$ cat config.mk
export PLATFORM = sky130hd
export DESIGN_NAME = idct_core
export DESIGN_NICKNAME = d
export VERILOG_FILES = /design/src/hw/idct_pkg.sv /design/src/hw/idct_core.sv
export SDC_FILE = /design/constraint.sdc
export NUM_CORES = 1
export LEC_CHECK = 0
export ABC_CLOCK_PERIOD_IN_PS = 4790
export BUFFER_PORTS_ARGS = -buffer_cell sky130_fd_sc_hd__buf_2
export CORE_MARGIN = 10
export CORE_UTILIZATION = 53
export DETAILED_ROUTE_END_ITERATION = 6
export HOLD_SLACK_MARGIN = 0.1
export PLACE_DENSITY = 0.84
export SLEW_MARGIN = 20
export SYNTH_ARGS = -nofsm -noshare
export SYNTH_HDL_FRONTEND = slang
export SYNTH_SLANG_ARGS = --single-unit
$ cat constraint.sdc
create_clock -name REF_CLK -period 4.79 [get_ports REF_CLK]
set_clock_uncertainty 0.2 [all_clocks]
set_input_delay 0.2395 -clock REF_CLK [delete_from_list [all_inputs] [get_ports REF_CLK]]
set_output_delay 0.2395 -clock REF_CLK [all_outputs]
set_load 0.05 [all_outputs]
$ cat src/hw/idct_pkg.sv
// constants and carrier types for the instruction decode and cycle timing block
// assumes one 25 MHz reference clock and a program memory delivering 13-bit words
package idct_pkg;

	localparam int IDCT_IW        = 13;
	localparam int IDCT_RW        = 6;
	localparam int IDCT_BW        = 3;
	localparam int IDCT_LW        = 10;
	localparam int IDCT_OPT_CLK   = 10;
	localparam int IDCT_PC_REG    = 2;
	localparam int IDCT_PER_SHORT = 2;
	localparam int IDCT_PER_LONG  = 4;
	localparam logic [12:0] IDCT_NOP   = 13'h0000;
	localparam logic [12:0] IDCT_BCD   = 13'h0001;
	localparam logic [12:0] IDCT_MWST  = 13'h0002;
	localparam logic [12:0] IDCT_HALT  = 13'h0003;
	localparam logic [12:0] IDCT_WDCL  = 13'h0004;
	localparam logic [12:0] IDCT_IRQON = 13'h0010;
	localparam logic [12:0] IDCT_IRQOF = 13'h0011;
	localparam logic [12:0] IDCT_POP   = 13'h0012;
	localparam logic [12:0] IDCT_POPI  = 13'h0013;
	localparam logic [12:0] IDCT_MWLD  = 13'h0014;
	localparam logic [12:0] IDCT_ZACC  = 13'h0080;

	typedef enum logic [4:0] {
		IDCT_U_NONE  = 5'h00,
		IDCT_U_COPY  = 5'h01,
		IDCT_U_CLR   = 5'h02,
		IDCT_U_SUB   = 5'h03,
		IDCT_U_DEC   = 5'h04,
		IDCT_U_LOGIC = 5'h05,
		IDCT_U_ADD   = 5'h06,
		IDCT_U_MOVE  = 5'h07,
		IDCT_U_COM   = 5'h08,
		IDCT_U_INC   = 5'h09,
		IDCT_U_DSKIP = 5'h0a,
		IDCT_U_ROT   = 5'h0b,
		IDCT_U_SWAP  = 5'h0c,
		IDCT_U_ISKIP = 5'h0d,
		IDCT_U_BCLR  = 5'h0e,
		IDCT_U_BSET  = 5'h0f,
		IDCT_U_BTSTC = 5'h10,
		IDCT_U_BTSTS = 5'h11,
		IDCT_U_CALL  = 5'h12,
		IDCT_U_JUMP  = 5'h13,
		IDCT_U_LIT   = 5'h14,
		IDCT_U_SYS   = 5'h15
	} idct_unit_type;

	typedef struct packed {
		idct_unit_type        unit;
		logic [1:0]           sub;
		logic [IDCT_RW-1:0]   reg_sel;
		logic [IDCT_BW-1:0]   bit_sel;
		logic [IDCT_LW-1:0]   literal;
		logic                 lit_wide;
		logic                 to_reg;
		logic                 halt;
		logic                 wdog_clr;
		logic                 irq_on;
		logic                 irq_off;
		logic                 pop_pc;
		logic                 ctrl_wr;
		logic                 ctrl_rd;
		logic                 mode_st;
		logic                 mode_ld;
		logic                 bcd_fix;
		logic                 zero_acc;
		logic                 upd_z;
		logic                 upd_c;
		logic                 upd_dc;
		logic                 upd_tp;
		logic                 pc_write;
		logic                 branch;
		logic                 cond_skip;
	} idct_dec_type;

endpackage

$ cat src/hw/idct_core.sv
// instruction decode and cycle timing for an 8-bit core
// assumes instruction words arrive on IWORD with IVALID, held until ITAKE pulses,
// and SKIP_TRUE reports the skip test of the instruction being issued
//
// Overview of operation
// - each 13-bit instruction splits into an opcode and operand fields
// - by default one instruction cycle, lasting two oscillator periods
// - writing the program counter register takes two instruction cycles
// - option bit 10: zero gives two periods per cycle, one gives four
// - long branch option: jumps, returns, true skips take two cycles, else one
// - cycle length and long branch options act independently
// - four periods selected: timer clock enable is oscillator divided by four
// - any bit of any register can be set, cleared or tested
// - port registers are addressed as ordinary registers
// - register field, bit field, and 8 or 10 bit literal are extracted
// - halt and watchdog clear ops clear watchdog; halt stops; both touch T,P
// - pop op loads the program counter from the stack top only
// - irq on/off ops set/clear global enable; pop with irq on also sets it
// - control write/read ops copy between accumulator and control register
// - mode word store/load copy accumulator to and from mode register
// - bcd fix-up op adjusts accumulator and updates only carry
// - zero accumulator and zero register ops update the zero flag
// - subtract computes register minus accumulator, updates Z, C and DC
// - count down computes register minus one, updates only Z
// - accumulator to register copy changes no flag
`timescale 1ns/1ps
module idct_core import idct_pkg::*; #(
	parameter int IW = IDCT_IW
) (
	input  wire logic          REF_CLK,
	input  wire logic          RST,
	input  wire logic [IW-1:0] OPTION_WORD,
	input  wire logic          LONG_BRANCH_SEL,
	input  wire logic [IW-1:0] IWORD,
	input  wire logic          IVALID,
	input  wire logic          SKIP_TRUE,
	output idct_dec_type       DEC,
	output logic               DEC_VALID,
	output logic               ITAKE,
	output logic               CYCLE_TICK,
	output logic               TIMER_TICK,
	output logic [1:0]         CYCLES_USED
);

	// ------------------------------------------------------------
	// option capture
	// ------------------------------------------------------------
	// options are fixed words; registered every reference clock, so a change acts one clock later
	logic cycle_length_sel_q;
	logic long_branch_sel_q;

	always_ff @(posedge REF_CLK) begin
		if (RST) begin
			cycle_length_sel_q <= 1'b0;
			long_branch_sel_q  <= 1'b0;
		end else begin
			cycle_length_sel_q <= OPTION_WORD[IDCT_OPT_CLK];
			long_branch_sel_q  <= LONG_BRANCH_SEL;
		end
	end

	// ------------------------------------------------------------
	// decode
	// ------------------------------------------------------------
	function automatic idct_dec_type decode(input logic [IW-1:0] w);
		idct_dec_type d;
		d = '0;
		d.reg_sel = w[5:0];
		d.bit_sel = w[8:6];
		d.literal = w[9:0];
		d.sub     = w[7:6];
		if (w[12]) begin
			d.lit_wide = ~w[11];
			if (!w[11]) begin
				d.unit   = w[10] ? IDCT_U_JUMP : IDCT_U_CALL;
				d.branch = 1'b1;
			end else begin
				d.unit    = IDCT_U_LIT;
				d.literal = {2'b00, w[7:0]};
				d.upd_z   = (w[10:8] != 3'b000);
			end
		end else if (w[11]) begin
			// bit ops reach any register, ports included, by the same field
			unique case (w[10:9])
				2'b00: d.unit = IDCT_U_BCLR;
				2'b01: d.unit = IDCT_U_BSET;
				2'b10: begin
					d.unit      = IDCT_U_BTSTC;
					d.cond_skip = 1'b1;
				end
				2'b11: begin
					d.unit      = IDCT_U_BTSTS;
					d.cond_skip = 1'b1;
				end
			endcase
			d.to_reg = ~w[10];
		end else if (w[10:6] == 5'h00) begin
			d.unit = IDCT_U_SYS;
			if (w[5:4] == 2'b00) begin
				d.bcd_fix  = (w == IDCT_BCD);
				d.upd_c    = (w == IDCT_BCD);
				d.mode_st  = (w == IDCT_MWST);
				d.halt     = (w == IDCT_HALT);
				d.wdog_clr = (w == IDCT_HALT) || (w == IDCT_WDCL);
				d.upd_tp   = d.wdog_clr;
				d.ctrl_wr  = (w[3:0] > 4'h4);
			end else if (w[5:4] == 2'b01) begin
				d.irq_on  = (w == IDCT_IRQON) || (w == IDCT_POPI);
				d.irq_off = (w == IDCT_IRQOF);
				d.pop_pc  = (w == IDCT_POP) || (w == IDCT_POPI);
				d.branch  = d.pop_pc;
				d.mode_ld = (w == IDCT_MWLD);
				d.ctrl_rd = (w[3:0] > 4'h4);
			end else begin
				d.unit = IDCT_U_COPY;
				d.to_reg = 1'b1;
			end
		end else if (w[10:8] == 3'b000) begin
			unique case (w[7:6])
				2'b01: begin
					d.unit   = IDCT_U_COPY;
					d.to_reg = 1'b1;
				end
				2'b10: begin
					d.unit     = IDCT_U_CLR;
					d.zero_acc = (w == IDCT_ZACC);
					d.upd_z    = (w == IDCT_ZACC);
				end
				2'b11: begin
					d.unit   = IDCT_U_CLR;
					d.to_reg = 1'b1;
					d.upd_z  = 1'b1;
				end
				default: d.unit = IDCT_U_SYS;
			endcase
		end else begin
			d.to_reg = w[6];
			unique case (w[10:8])
				3'b001: begin
					d.unit   = w[7] ? IDCT_U_DEC : IDCT_U_SUB;
					d.upd_z  = 1'b1;
					d.upd_c  = ~w[7];
					d.upd_dc = ~w[7];
				end
				3'b010: begin
					d.unit  = IDCT_U_LOGIC;
					d.upd_z = 1'b1;
				end
				3'b011: begin
					d.unit   = (w[7:6] == 2'b11 || w[7:6] == 2'b10) ? IDCT_U_ADD : IDCT_U_LOGIC;
					d.upd_z  = 1'b1;
					d.upd_c  = w[7];
					d.upd_dc = w[7];
				end
				3'b100: begin
					d.unit  = w[7] ? IDCT_U_COM : IDCT_U_MOVE;
					d.upd_z = 1'b1;
				end
				3'b101: begin
					d.unit      = w[7] ? IDCT_U_DSKIP : IDCT_U_INC;
					d.upd_z     = ~w[7];
					d.cond_skip = w[7];
				end
				3'b110: begin
					d.unit  = IDCT_U_ROT;
					d.upd_c = 1'b1;
				end
				default: begin
					d.unit      = w[7] ? IDCT_U_ISKIP : IDCT_U_SWAP;
					d.cond_skip = w[7];
				end
			endcase
		end
		// any register-result op aimed at the pc register reloads the pc
		d.pc_write = d.to_reg && (d.reg_sel == 6'(IDCT_PC_REG)) &&
			(d.unit != IDCT_U_SYS) && (d.unit != IDCT_U_BTSTC) &&
			(d.unit != IDCT_U_BTSTS);
		return d;
	endfunction

	// ------------------------------------------------------------
	// cycle timing
	// ------------------------------------------------------------
	typedef enum logic [2:0] {
		IDCT_S_IDLE = 3'b001,
		IDCT_S_RUN  = 3'b010,
		IDCT_S_DONE = 3'b100
	} idct_state_type;

	idct_state_type state_q;
	logic [1:0]     osc_cnt_q;
	logic [1:0]     cyc_left_q;
	logic [1:0]     cyc_used_q;
	logic           cycle_end;
	logic [1:0]     per_last;
	idct_dec_type   dec_now;
	logic [1:0]     need;

	always_comb begin
		per_last = cycle_length_sel_q ? 2'(IDCT_PER_LONG - 1) : 2'(IDCT_PER_SHORT - 1);
		cycle_end = (osc_cnt_q >= per_last);
		dec_now  = decode(IWORD);
		need = 2'd1;
		if (dec_now.pc_write)
			need = 2'd2;
		else if (long_branch_sel_q && (dec_now.branch || (dec_now.cond_skip && SKIP_TRUE)))
			need = 2'd2;
	end

	// period counter; shared by every cycle so long cycles stretch too
	always_ff @(posedge REF_CLK) begin
		if (RST)
			osc_cnt_q <= 2'd0;
		else if (cycle_end)
			osc_cnt_q <= 2'd0;
		else
			osc_cnt_q <= osc_cnt_q + 2'd1;
	end

	always_ff @(posedge REF_CLK) begin
		if (RST) begin
			CYCLE_TICK <= 1'b0;
			TIMER_TICK <= 1'b0;
		end else begin
			CYCLE_TICK <= cycle_end;
			TIMER_TICK <= cycle_end;
		end
	end

	always_ff @(posedge REF_CLK) begin
		if (RST) begin
			state_q    <= IDCT_S_IDLE;
			cyc_left_q <= 2'd0;
			cyc_used_q <= 2'd0;
			ITAKE      <= 1'b0;
			DEC_VALID  <= 1'b0;
			DEC        <= '0;
		end else begin
			ITAKE     <= 1'b0;
			DEC_VALID <= 1'b0;
			unique case (state_q)
				IDCT_S_IDLE: begin
					if (cycle_end && IVALID) begin
						DEC        <= dec_now;
						DEC_VALID  <= 1'b1;
						ITAKE      <= 1'b1;
						cyc_left_q <= need - 2'd1;
						cyc_used_q <= need;
						state_q    <= (need == 2'd1) ? IDCT_S_DONE : IDCT_S_RUN;
					end
				end
				IDCT_S_RUN: begin
					if (cycle_end) begin
						cyc_left_q <= cyc_left_q - 2'd1;
						if (cyc_left_q == 2'd1)
							state_q <= IDCT_S_DONE;
					end
				end
				IDCT_S_DONE: begin
					state_q <= IDCT_S_IDLE;
				end
			endcase
		end
	end

	always_ff @(posedge REF_CLK) begin
		if (RST)
			CYCLES_USED <= 2'd0;
		else
			CYCLES_USED <= cyc_used_q;
	end

	// ------------------------------------------------------------
	// checks
	// ------------------------------------------------------------
	pc_two_cycle_a: assert property (@(posedge REF_CLK) disable iff (RST)
		(state_q == IDCT_S_IDLE && cycle_end && IVALID && dec_now.pc_write) |=> (cyc_used_q == 2'd2))
		else $error("pc write not two cycles");
	short_branch_a: assert property (@(posedge REF_CLK) disable iff (RST)
		(state_q == IDCT_S_IDLE && cycle_end && IVALID && !long_branch_sel_q && !dec_now.pc_write)
		|=> (cyc_used_q == 2'd1))
		else $error("branch took two cycles with option low");
	long_branch_a: assert property (@(posedge REF_CLK) disable iff (RST)
		(state_q == IDCT_S_IDLE && cycle_end && IVALID && long_branch_sel_q && dec_now.branch)
		|=> (cyc_used_q == 2'd2))
		else $error("branch took one cycle with option high");
	period_len_a: assert property (@(posedge REF_CLK) disable iff (RST)
		(cycle_end && cycle_length_sel_q && $stable(cycle_length_sel_q)) |=> !cycle_end [*3])
		else $error("long cycle shorter than four periods");
	short_period_a: assert property (@(posedge REF_CLK) disable iff (RST)
		(cycle_end && !cycle_length_sel_q && $stable(cycle_length_sel_q)) |=> !cycle_end ##1 cycle_end)
		else $error("short cycle not two periods");
	timer_rate_a: assert property (@(posedge REF_CLK) disable iff (RST)
		TIMER_TICK |-> $past(cycle_end))
		else $error("timer tick off cycle boundary");
	take_once_a: assert property (@(posedge REF_CLK) disable iff (RST)
		ITAKE |=> !ITAKE)
		else $error("word taken twice");
	halt_wdog_a: assert property (@(posedge REF_CLK) disable iff (RST)
		(DEC_VALID && DEC.halt) |-> (DEC.wdog_clr && DEC.upd_tp))
		else $error("halt without watchdog clear");
	sub_flags_a: assert property (@(posedge REF_CLK) disable iff (RST)
		(DEC_VALID && DEC.unit == IDCT_U_SUB) |-> (DEC.upd_z && DEC.upd_c && DEC.upd_dc))
		else $error("subtract flags wrong");
	dec_flags_a: assert property (@(posedge REF_CLK) disable iff (RST)
		(DEC_VALID && DEC.unit == IDCT_U_DEC) |-> (DEC.upd_z && !DEC.upd_c && !DEC.upd_dc))
		else $error("count down flags wrong");
	timer_long_a: assert property (@(posedge REF_CLK) disable iff (RST)
		(TIMER_TICK && cycle_length_sel_q && $stable(cycle_length_sel_q)) |=> !TIMER_TICK [*3])
		else $error("timer tick faster than a quarter of the oscillator");
	issue_refused_a: assert property (@(posedge REF_CLK) disable iff (RST)
		(state_q != IDCT_S_IDLE) |=> !DEC_VALID)
		else $error("word issued while an instruction runs");
	cycles_range_a: assert property (@(posedge REF_CLK) disable iff (RST)
		DEC_VALID |=> (CYCLES_USED == 2'h1 || CYCLES_USED == 2'h2))
		else $error("cycle count outside one or two");
	pop_only_a: assert property (@(posedge REF_CLK) disable iff (RST)
		(DEC_VALID && DEC.pop_pc) |-> (DEC.branch && !DEC.irq_off && !DEC.upd_z && !DEC.upd_c && !DEC.upd_dc))
		else $error("pop op touches more than the pc");
	irq_exclusive_a: assert property (@(posedge REF_CLK) disable iff (RST)
		(DEC_VALID && DEC.irq_on) |-> !DEC.irq_off)
		else $error("irq enable set and cleared together");
	ctrl_noflag_a: assert property (@(posedge REF_CLK) disable iff (RST)
		(DEC_VALID && (DEC.ctrl_wr || DEC.ctrl_rd)) |-> !(DEC.upd_z || DEC.upd_c || DEC.upd_dc))
		else $error("control copy touches a flag");
	mode_noflag_a: assert property (@(posedge REF_CLK) disable iff (RST)
		(DEC_VALID && (DEC.mode_st || DEC.mode_ld)) |-> !(DEC.upd_z || DEC.upd_c || DEC.upd_dc))
		else $error("mode word copy touches a flag");
	bcd_carry_a: assert property (@(posedge REF_CLK) disable iff (RST)
		(DEC_VALID && DEC.bcd_fix) |-> (DEC.upd_c && !DEC.upd_z && !DEC.upd_dc))
		else $error("bcd fix-up flags wrong");
	clear_zero_a: assert property (@(posedge REF_CLK) disable iff (RST)
		(DEC_VALID && (DEC.zero_acc || (DEC.unit == IDCT_U_CLR && DEC.to_reg))) |-> DEC.upd_z)
		else $error("clear without zero flag update");
	copy_noflag_a: assert property (@(posedge REF_CLK) disable iff (RST)
		(DEC_VALID && DEC.unit == IDCT_U_COPY) |-> !(DEC.upd_z || DEC.upd_c || DEC.upd_dc))
		else $error("accumulator copy touches a flag");
	short_literal_a: assert property (@(posedge REF_CLK) disable iff (RST)
		(DEC_VALID && DEC.unit == IDCT_U_LIT) |-> (!DEC.lit_wide && DEC.literal[9:8] == 2'h0))
		else $error("short literal wider than eight bits");
	bit_field_a: assert property (@(posedge REF_CLK) disable iff (RST)
		(DEC_VALID && (DEC.unit == IDCT_U_BSET || DEC.unit == IDCT_U_BCLR)) |-> DEC.to_reg)
		else $error("bit set or clear not aimed at register");

endmodule

==> impl_metrics.json, run 1 <==
{
  "status": "complete, no violations",
  "final_area_mm2": 0.00286,
  "hold_viol": 0,
  "r2r_slack_ns": 2.51,
  "synth_area_leaders": "dfxtp_1, a21oi_1, nand2_1",
  "cts_buffer_depth": 2,
  "rsz0062_at_grt": "no",
  "vias": 2200,
  "async_flop_share": 0,
  "rows": 24,
  "start_kind": "flip-flop",
  "cts_made_buffers": 5,
  "area_growth_pct": 19.2,
  "cp.required_ns": 4.79,
  "yosys-top-cells-count": "dfxtp_1, nand2_1, a21oi_1",
  "power.leakage_nw": 1.22,
  "final_layout_size_suffix_gt1_frac": 0.275,
  "post-synth-top-area-cell": "dfxtp_1",
  "port_buffers": 70,
  "period_needed_ns": 2.28,
  "post_dp_cell_area_mm2": 0.00264,
  "path_delay_family": "compound AO/OA/AOI/OAI gates",
  "max_clock_freq_mhz": 438,
  "place_ws_ns": 2.15,
  "clock-root-buffer": "clkbuf_8",
  "r2r_cells": 7,
  "post_cts_buffers": 0,
  "grt_pass1_wl_um": 9920,
  "worstHoldStart": "IWORD[9]",
  "min_path_cells": 3,
  "dieArea_mm2": 0.00762,
  "holdWs_ns": 0.111,
  "cellPowerDensity_mw_per_mm2": 367,
  "power_switching_mw": 0.370,
  "combPwrFrac": 0.269,
  "peakVddDrop_uv": 191,
  "clkTransAtPathRegs_ns": 0.10,
  "insertedDiodeCount": 0,
  "synth_top_flop_cell": "dfxtp_1",
  "cpPeakStageDelay_ns": 0.42,
  "total_power_mw": 1.05,
  "grt_pass1_vias": 2045,
  "seq_power_share": 0.443,
  "synth_most_common_cell": "dfxtp_1",
  "swShare": 0.352,
  "clock-sinks": 50,
  "hold_end": "DEC[29]",
  "syn_area_mm2": 0.00240,
  "pwr-share-clk": 0.289,
  "layout_worst_path_cycle_share": 0.477,
  "dr.first_iter.drc_count": 146,
  "grt_usage": 0.157,
  "wl_um": 6100,
  "r2r_start": "cycle_length_sel_q",
  "ys_ff_latch": 50,
  "maxCapViolCount": 0,
  "worstHoldPathType": "input pin to flip-flop",
  "drt-pass1-iter-count": 4,
  "synth_top_area_frac": 0.417,
  "grt.overflow.total": 0,
  "setup_viol": 0,
  "crit_buf_inv": 2,
  "num_io_pins": 83,
  "antenna_found_initial": 0,
  "clkLatencyLatePin_ns": 0.32,
  "synth_cell_type_count": 51,
  "fill_cells": 379,
  "cp_slowest_cell": "nand2_1",
  "hpwlAfterDp_um": 4330,
  "worstReg2RegEnd": "cyc_used_q[0]",
  "synth.avg_cell_area_um2": 8.33,
  "die_w_um": 87.3,
  "h-tree-depth": 2,
  "seq_area_frac_synth": 0.417,
  "timing_worst_setup_path_type": "flip-flop to flip-flop",
  "setup_ws_ns": 2.51,
  "setup_tns_ns": 0,
  "ant_nets": 0,
  "vias_per_cell": 5.54,
  "start_util": 0.547,
  "die_h_um": 87.3,
  "synth_edf_count": 0,
  "cts_tree": "yes",
  "cp.arrival_ns": 2.29,
  "syn_nets": 321,
  "ys_warn_count": 0,
  "place_congestion": 0.836,
  "critPathMaxFanout": 18,
  "synth_cells": 288,
  "end_kind": "flip-flop",
  "wl_per_cell_um": 15.4,
  "grt_max_degree": 46,
  "crit_path_cell_trace": "inv_1, ha_1, a21o_1, nand2_1, buf_4, nor2_1, a22o_1",
  "p_int_mw": 0.681,
  "drc": 0,
  "slew_headroom": 0.462,
  "layout.nets": 377,
  "core_mm2": 0.00438,
  "tightestPinTransition_ns": 0.808,
  "drv_slew": 0
}
## layout by cell type, fill, tap and decap left out, types with 2 or more instances in the layout
cell type       n
o21ai_0         4
o41ai_1         2
nor2_2          2
dlygate4sd3_1  10
and3_1          2
nand3_1        10
nor3_2          2
a21oi_2         2
o21ai_1         2
a22o_1          4
clkbuf_8        5
a21o_1          2
xnor2_1         3
buf_2          70
nand2b_1        3
nor2_1         25
inv_1          11
o211ai_1        2
nor3b_1         2
nor2b_1         8
dfxtp_1        50
ha_1            2
a311oi_1        4
a211oi_1        3
a21oi_1        31
a32o_1          4
nor3_1         15
nand2_1        38
## metal layers
| layer | GRT usage | up-vias | part of all wire |
|---|---|---|---|
| li1 | - | 1110 | - |
| met1 | 0.192 | 1006 | 0.43 |
| met2 | 0.246 | 75 | 0.47 |
| met3 | 0.0618 | 9 | 0.090 |
| met4 | 0.0478 | 0 | 0.011 |
| met5 | 0 | - | 0 |
## state kept, by name, indices dropped and copies added (netlist names)
signal / flops
long_branch_sel_q: 1
cyc_used_q: 2
ITAKE: 1
cycle_length_sel_q: 1
state_q: 3
TIMER_TICK: 1
cyc_left_q: 2
DEC: 35
CYCLES_USED: 2
osc_cnt_q: 2
## worst reg2reg max path, delay by kind of cell, from the launching register on
family / cells / cell delay, ns
compound gates: 2 / 0.50
flops: 1 / 0.31
simple gates: 2 / 0.50
fa+ha+maj: 1 / 0.29
buf+inv: 2 / 0.38
## worst max path at each step
stage,from,end,slack (ns),depth (start not counted)
final,cycle_length_sel_q,cyc_used_q[0],2.51,7
after global routing,cycle_length_sel_q,DEC[11],2.36,6
after CTS,cycle_length_sel_q,DEC[12],2.14,6
after detailed placement,cycle_length_sel_q,DEC[11],2.15,6
after global placement,cycle_length_sel_q,DEC[12],2.19,6
after floorplan,cycle_length_sel_q,state_q[2],2.87,7
## repair_timing
item                                   in CTS  in global routing
gates resized for setup                     0                  0
endpoints found under the hold margin      13                  0
hold buffers                               10                  0
## power by group through the flow
stage	combinational [mW]	clock, mW	sequential, mW
2_1_floorplan	0.158	0	0.537
3_3_place_gp	0.269	0	0.472
3_5_place_dp	0.274	0	0.475
4_1_cts	0.282	0.304	0.465
5_1_grt	0.305	0.318	0.469
6_report	0.283	0.303	0.465
## cells by family (layout without fill, tap and decap cells)
logic type / count (synthesis) / in the layout / synth area share
adder cells (fa/ha/maj): 2 / 2 / 0.0104
XOR/XNOR: 4 / 4 / 0.0146
AND/OR/NAND/NOR: 117 / 117 / 0.255
AO/OA/AOI/OAI: 71 / 71 / 0.206
multiplexers: 1 / 1 / 0.00417
flip-flops: 50 / 50 / 0.417
buffers and inverters: 43 / 100 / 0.0928
## stage by stage
step                      cells  utilization
after floorplan             288            -
after global placement      379        0.603
after detailed placement    379        0.603
after CTS                   397        0.652
after global routing        397        0.653
final                       397        0.653
## cell type report
cell class	count	area, um2	share of cell area
Tap cell	52	65.1	0.0227
Clock buffer	5	68.8	0.0240
Sequential cell	50	1000	0.350
Clock inverter	3	43.8	0.0153
Multi-Input combinational cell	195	1180	0.414
Inverter	11	41.3	0.0144
Timing Repair Buffer	81	458	0.160
Power figures use the tool's default switching activity.
==> inputs of run 2 (changes only) <==
--- a/config.mk
+++ b/config.mk
@@ -5,13 +5,13 @@
 export SDC_FILE = /design/constraint.sdc
 export NUM_CORES = 1
 export LEC_CHECK = 0
-export ABC_CLOCK_PERIOD_IN_PS = 4790
+export ABC_CLOCK_PERIOD_IN_PS = 2300
 export BUFFER_PORTS_ARGS = -buffer_cell sky130_fd_sc_hd__buf_2
 export CORE_MARGIN = 10
-export CORE_UTILIZATION = 53
+export CORE_UTILIZATION = 50
 export DETAILED_ROUTE_END_ITERATION = 6
 export HOLD_SLACK_MARGIN = 0.1
-export PLACE_DENSITY = 0.84
+export PLACE_DENSITY = 0.8
 export SLEW_MARGIN = 20
 export SYNTH_ARGS = -nofsm -noshare
 export SYNTH_HDL_FRONTEND = slang
==> constraint.sdc (replaced) <==
create_clock -name REF_CLK -period 2.3 [get_ports REF_CLK]
set_clock_uncertainty 0.2 [all_clocks]
set_input_delay 0.115 -clock REF_CLK [delete_from_list [all_inputs] [get_ports REF_CLK]]
set_output_delay 0.115 -clock REF_CLK [all_outputs]
set_load 0.05 [all_outputs]
==> impl_metrics.json, run 2 (same netlist as run 1, synthesis figures left out) <==
{
  "status": "complete, no violations",
  "post_dp_cell_area_mm2": 0.00268,
  "h-tree-depth": 2,
  "setup_ws_ns": 0.230,
  "max_clock_freq_mhz": 483,
  "antenna_found_initial": 0,
  "regMostFlops": "DEC",
  "layout.nets": 388,
  "cts-hold-fix-buffers": 16,
  "start_util": 0.511,
  "cellPowerDensity_mw_per_mm2": 706,
  "hold_end": "cyc_left_q[0]",
  "reg.largest.list": "DEC: 35 flops, state_q: 3 flops",
  "port_buffers": 70,
  "setup_viol": 0,
  "clock-sinks": 50,
  "power.leakage_nw": 1.25,
  "drc": 0,
  "layout.cells.non_filler": 409,
  "worstReg2RegEnd": "DEC[29]",
  "slew_headroom": 0.577,
  "rsz0062_at_grt": "no",
  "dieArea_mm2": 0.00797,
  "r2r_cells": 7,
  "seq_power_share": 0.469,
  "worstHoldPathType": "input pin to flip-flop",
  "period_needed_ns": 2.07,
  "hold_viol": 0,
  "final_layout_size_suffix_gt1_frac": 0.276,
  "r2r_start": "cycle_length_sel_q",
  "end_kind": "flip-flop",
  "grt_max_degree": 27,
  "layout_common_cells": "buf_2, dfxtp_1, nand2_1",
  "cpPeakStageDelay_ns": 0.53,
  "p_int_mw": 1.32,
  "start_kind": "flip-flop",
  "place_ws_ns": 0.263,
  "setup_tns_ns": 0,
  "final_common_cell": "buf_2",
  "combPwrFrac": 0.293,
  "grt_use_met2": 0.247,
  "grt_pass1_vias": 2124,
  "tightestPinTransition_ns": 0.633,
  "grt.overflow.total": 0,
  "cp.required_ns": 2.33,
  "cts_resized": 0,
  "die_h_um": 89.3,
  "total_power_mw": 2.06,
  "cp.arrival_ns": 2.10,
  "wl_um": 6020,
  "power_switching_mw": 0.744,
  "place_congestion": 0.888,
  "crit_buf_inv": 2,
  "vias": 2218,
  "dr.first_iter.drc_count": 216,
  "timing_worst_setup_path_type": "flip-flop to flip-flop",
  "rows": 25,
  "pwr-share-clk": 0.238,
  "met3_usage": 0.0492,
  "largest_register_ffs": 35,
  "grt_pass1_wl_um": 9790,
  "use_met1": 0.189,
  "num_io_pins": 83,
  "wl_per_cell_um": 14.7,
  "core_mm2": 0.00469,
  "maxCapViolCount": 0,
  "layout_worst_path_cycle_share": 0.900,
  "ant_nets": 0,
  "dpl.cell_count": 386,
  "path_delay_family": "simple AND/OR/NAND/NOR gates",
  "r2r_slack_ns": 0.23,
  "drt-pass1-iter-count": 4,
  "crit_path_cell_trace": "inv_1, ha_1, a21oi_1, nor2_2, buf_4, nand3_1, a21oi_1",
  "vias_per_cell": 5.42,
  "swShare": 0.360,
  "peakVddDrop_uv": 472,
  "clkLatencyLatePin_ns": 0.31,
  "cts_tree": "yes",
  "cts_buffer_depth": 2,
  "cp_slowest_cell": "nor2_2",
  "min_path_cells": 5,
  "drv_slew": 0,
  "grt_usage": 0.154,
  "fin_util": 0.623,
  "post_cts_buffers": 0,
  "area_growth_pct": 21.8,
  "cpMostUsedCell": "a21oi_1",
  "clock-root-buffer": "clkbuf_8",
  "hpwlAfterDp_um": 4450,
  "die_w_um": 89.3,
  "holdWs_ns": 0.109,
  "cts_made_buffers": 5,
  "critPathMaxFanout": 16,
  "insertedDiodeCount": 0,
  "worstHoldStart": "SKIP_TRUE",
  "top_usage_layer": "met2",
  "clkTransAtPathRegs_ns": 0.08,
  "final_area_mm2": 0.00292
}
[run 2: layout make-up]
type                            count  area (um2)
Clock buffer                        6        72.6
Clock inverter                      1        7.51
Fill cell                         402        1770
Inverter                           11        41.3
Multi-Input combinational cell    195        1180
Sequential cell                    50        1000
Tap cell                           54        67.6
Timing Repair Buffer               92         556
[run 2: power groups by stage]
| stage | Combinational (mW) | Sequential (mW) | Clock, mW |
|---|---|---|---|
| 6_report | 0.605 | 0.967 | 0.491 |
| 3_3_place_gp | 0.579 | 0.984 | 0 |
| 3_5_place_dp | 0.584 | 0.988 | 0 |
| 5_1_grt | 0.656 | 0.980 | 0.533 |
| 2_1_floorplan | 0.329 | 1.12 | 0 |
| 4_1_cts | 0.607 | 0.968 | 0.498 |
[run 2: worst max path at each step]
stage / depth (start not counted) / start / endpoint / slack [ns]
2_1_floorplan: 7 / cycle_length_sel_q / state_q[2] / 0.38
3_3_place_gp: 7 / cycle_length_sel_q / DEC[28] / 0.28
3_5_place_dp: 7 / cycle_length_sel_q / DEC[28] / 0.26
5_1_grt: 7 / cycle_length_sel_q / DEC[28] / 0.07
6_report: 7 / cycle_length_sel_q / DEC[29] / 0.23
4_1_cts: 7 / cycle_length_sel_q / DEC[29] / 0.24
[run 2: routing by layer]
layer | vias to the layer above | wire, um
met5 | - | 0
met4 | 0 | 66
met3 | 6 | 488
met2 | 68 | 2850
met1 | 1014 | 2610
li1 | 1130 | -
[run 2: worst reg2reg max path: stages (launching register included)]
cell     delay, ns
dfxtp_1       0.31
inv_1         0.04
ha_1          0.28
a21oi_1       0.09
nor2_2        0.53
buf_4         0.32
nand3_1       0.10
a21oi_1       0.14
==> inputs of run 3 (changes only) <==
--- a/config.mk
+++ b/config.mk
@@ -8,10 +8,11 @@
 export ABC_CLOCK_PERIOD_IN_PS = 2300
 export BUFFER_PORTS_ARGS = -buffer_cell sky130_fd_sc_hd__buf_2
 export CORE_MARGIN = 10
-export CORE_UTILIZATION = 50
+export CORE_UTILIZATION = 52
+export CTS_BUF_LIST = sky130_fd_sc_hd__clkbuf_2
 export DETAILED_ROUTE_END_ITERATION = 6
 export HOLD_SLACK_MARGIN = 0.1
-export PLACE_DENSITY = 0.8
+export PLACE_DENSITY = 0.83
 export SLEW_MARGIN = 20
 export SYNTH_ARGS = -nofsm -noshare
 export SYNTH_HDL_FRONTEND = slang
==> impl_metrics.json, run 3 (same netlist as run 1, synthesis figures left out) <==
{
  "status": "complete, no violations",
  "timing_worst_setup_path_type": "flip-flop to flip-flop",
  "clkLatencyLatePin_ns": 0.45,
  "maxCapViolCount": 0,
  "clock-sinks": 50,
  "grt_use_met2": 0.263,
  "clkTransAtPathRegs_ns": 0.27,
  "grt_usage": 0.165,
  "end_kind": "flip-flop",
  "wl_per_cell_um": 15.7,
  "r2r_cells": 6,
  "peakVddDrop_uv": 341,
  "start_kind": "flip-flop",
  "tightestPinTransition_ns": 0.530,
  "reg.largest.list": "DEC: 35 flops, state_q: 3 flops",
  "grt_pass1_wl_um": 10500,
  "ant_nets": 0,
  "holdWs_ns": 0.257,
  "layout_common_cells": "buf_2, dfxtp_1, nand2_1",
  "setup_tns_ns": 0,
  "layout.nets": 393,
  "insertedDiodeCount": 0,
  "worstReg2RegEnd": "DEC[16]",
  "seqCellArea_mm2": 0.00100,
  "final_common_cell": "buf_2",
  "cts_made_buffers": 5,
  "multiInputGateArea_mm2": 0.00118,
  "antenna_found_initial": 0,
  "drt-pass1-iter-count": 4,
  "cts_buffer_depth": 2,
  "h-tree-depth": 2,
  "dieArea_mm2": 0.00773,
  "critPathMaxFanout": 9,
  "worstHoldStart": "IWORD[4]",
  "area_growth_pct": 22.5,
  "hpwlAfterDp_um": 4450,
  "slew_headroom": 0.647,
  "core_mm2": 0.00441,
  "r2r_start": "cycle_length_sel_q",
  "min_path_cells": 4,
  "total_power_mw": 1.96,
  "power.leakage_nw": 1.26,
  "regMostFlops": "DEC",
  "wl_um": 6500,
  "setup_viol": 0,
  "fill_cells": 343,
  "cp.arrival_ns": 2.29,
  "met3_usage": 0.0557,
  "final_layout_size_suffix_gt1_frac": 0.271,
  "worstHoldPathType": "input pin to flip-flop",
  "largest_register_ffs": 35,
  "grt_max_degree": 29,
  "hold_viol": 0,
  "r2r_slack_ns": 0.23,
  "layout_worst_path_cycle_share": 0.900,
  "die_w_um": 87.9,
  "period_needed_ns": 2.07,
  "start_util": 0.544,
  "cellPowerDensity_mw_per_mm2": 668,
  "top_usage_layer": "met2",
  "cp.required_ns": 2.52,
  "vias_per_cell": 5.68,
  "drv_slew": 0,
  "place_congestion": 0.868,
  "use_met1": 0.201,
  "rsz0062_at_grt": "no",
  "cts_tree": "yes",
  "grt.overflow.total": 0,
  "vias": 2347,
  "num_io_pins": 83,
  "rows": 24,
  "clock-root-buffer": "clkbuf_2",
  "drc": 0,
  "dr.first_iter.drc_count": 273,
  "max_clock_freq_mhz": 483,
  "die_h_um": 87.9,
  "grt_pass1_vias": 2212,
  "cts_resized": 0,
  "port_buffers": 70,
  "hold_end": "DEC[37]"
}
run 3: cell count changes in the layout (fill, tap and decap cells not counted):
cell / delta
clkbuf_1: -1
clkbuf_2: +5
clkbuf_8: -5
inv_6: +1
clkinv_1: +1
buf_4: -1
dlygate4sd3_1: +6
run 3: per-stage QoR:
stage	utilization	worst slack [ns]	instances	area, um2
final	0.666	0.231	413	2940
after CTS	0.666	0.223	413	2940
after detailed placement	0.606	0.269	383	2670
after global routing	0.666	0.0418	413	2940
after global placement	0.606	0.284	383	2670
after floorplan	-	0.385	288	2400
run 3: how the worst max path moves through the flow:
stage | from | end | slack, ns | cells past startpoint
2_1_floorplan | cycle_length_sel_q | state_q[2] | 0.38 | 7
3_3_place_gp | cycle_length_sel_q | DEC[16] | 0.28 | 6
3_5_place_dp | cycle_length_sel_q | DEC[16] | 0.27 | 6
4_1_cts | cycle_length_sel_q | DEC[16] | 0.22 | 6
5_1_grt | cycle_length_sel_q | state_q[2] | 0.04 | 7
6_report | cycle_length_sel_q | DEC[16] | 0.23 | 6
run 3: report_power, final:
part / switching (mW) / internal (mW) / total, mW
clock: 0.298 / 0.0752 / 0.373
combinational: 0.432 / 0.187 / 0.618
sequential: 0.0401 / 0.931 / 0.971
run 3: worst max-delay path: stages, from the launching register on:
cell     delay [ns]
dfxtp_1        0.37
inv_1          0.04
ha_1           0.28
a21o_1         0.19
nand2_1        0.23
nor4_2         0.49
a32o_1         0.24
run 3: what timing repair did:
action	CTS	global route
hold buffers	22	0
buffers inserted	0	0
endpoints found under the hold margin	44	0
run 3: layout make-up:
class,instances,area share
inverter,11,0.0140
multi-input combinational,195,0.401
sequential,50,0.341
clock buffer,5,0.00851
timing repair buffer,97,0.207
clock inverter,3,0.00681
tap,52,0.0221
run 3: routing by layer:
layer | routed length, um | share of wire
met3 | 606 | 0.093
met2 | 3050 | 0.47
met4 | 137 | 0.021
met1 | 2710 | 0.42
met5 | 0 | 0
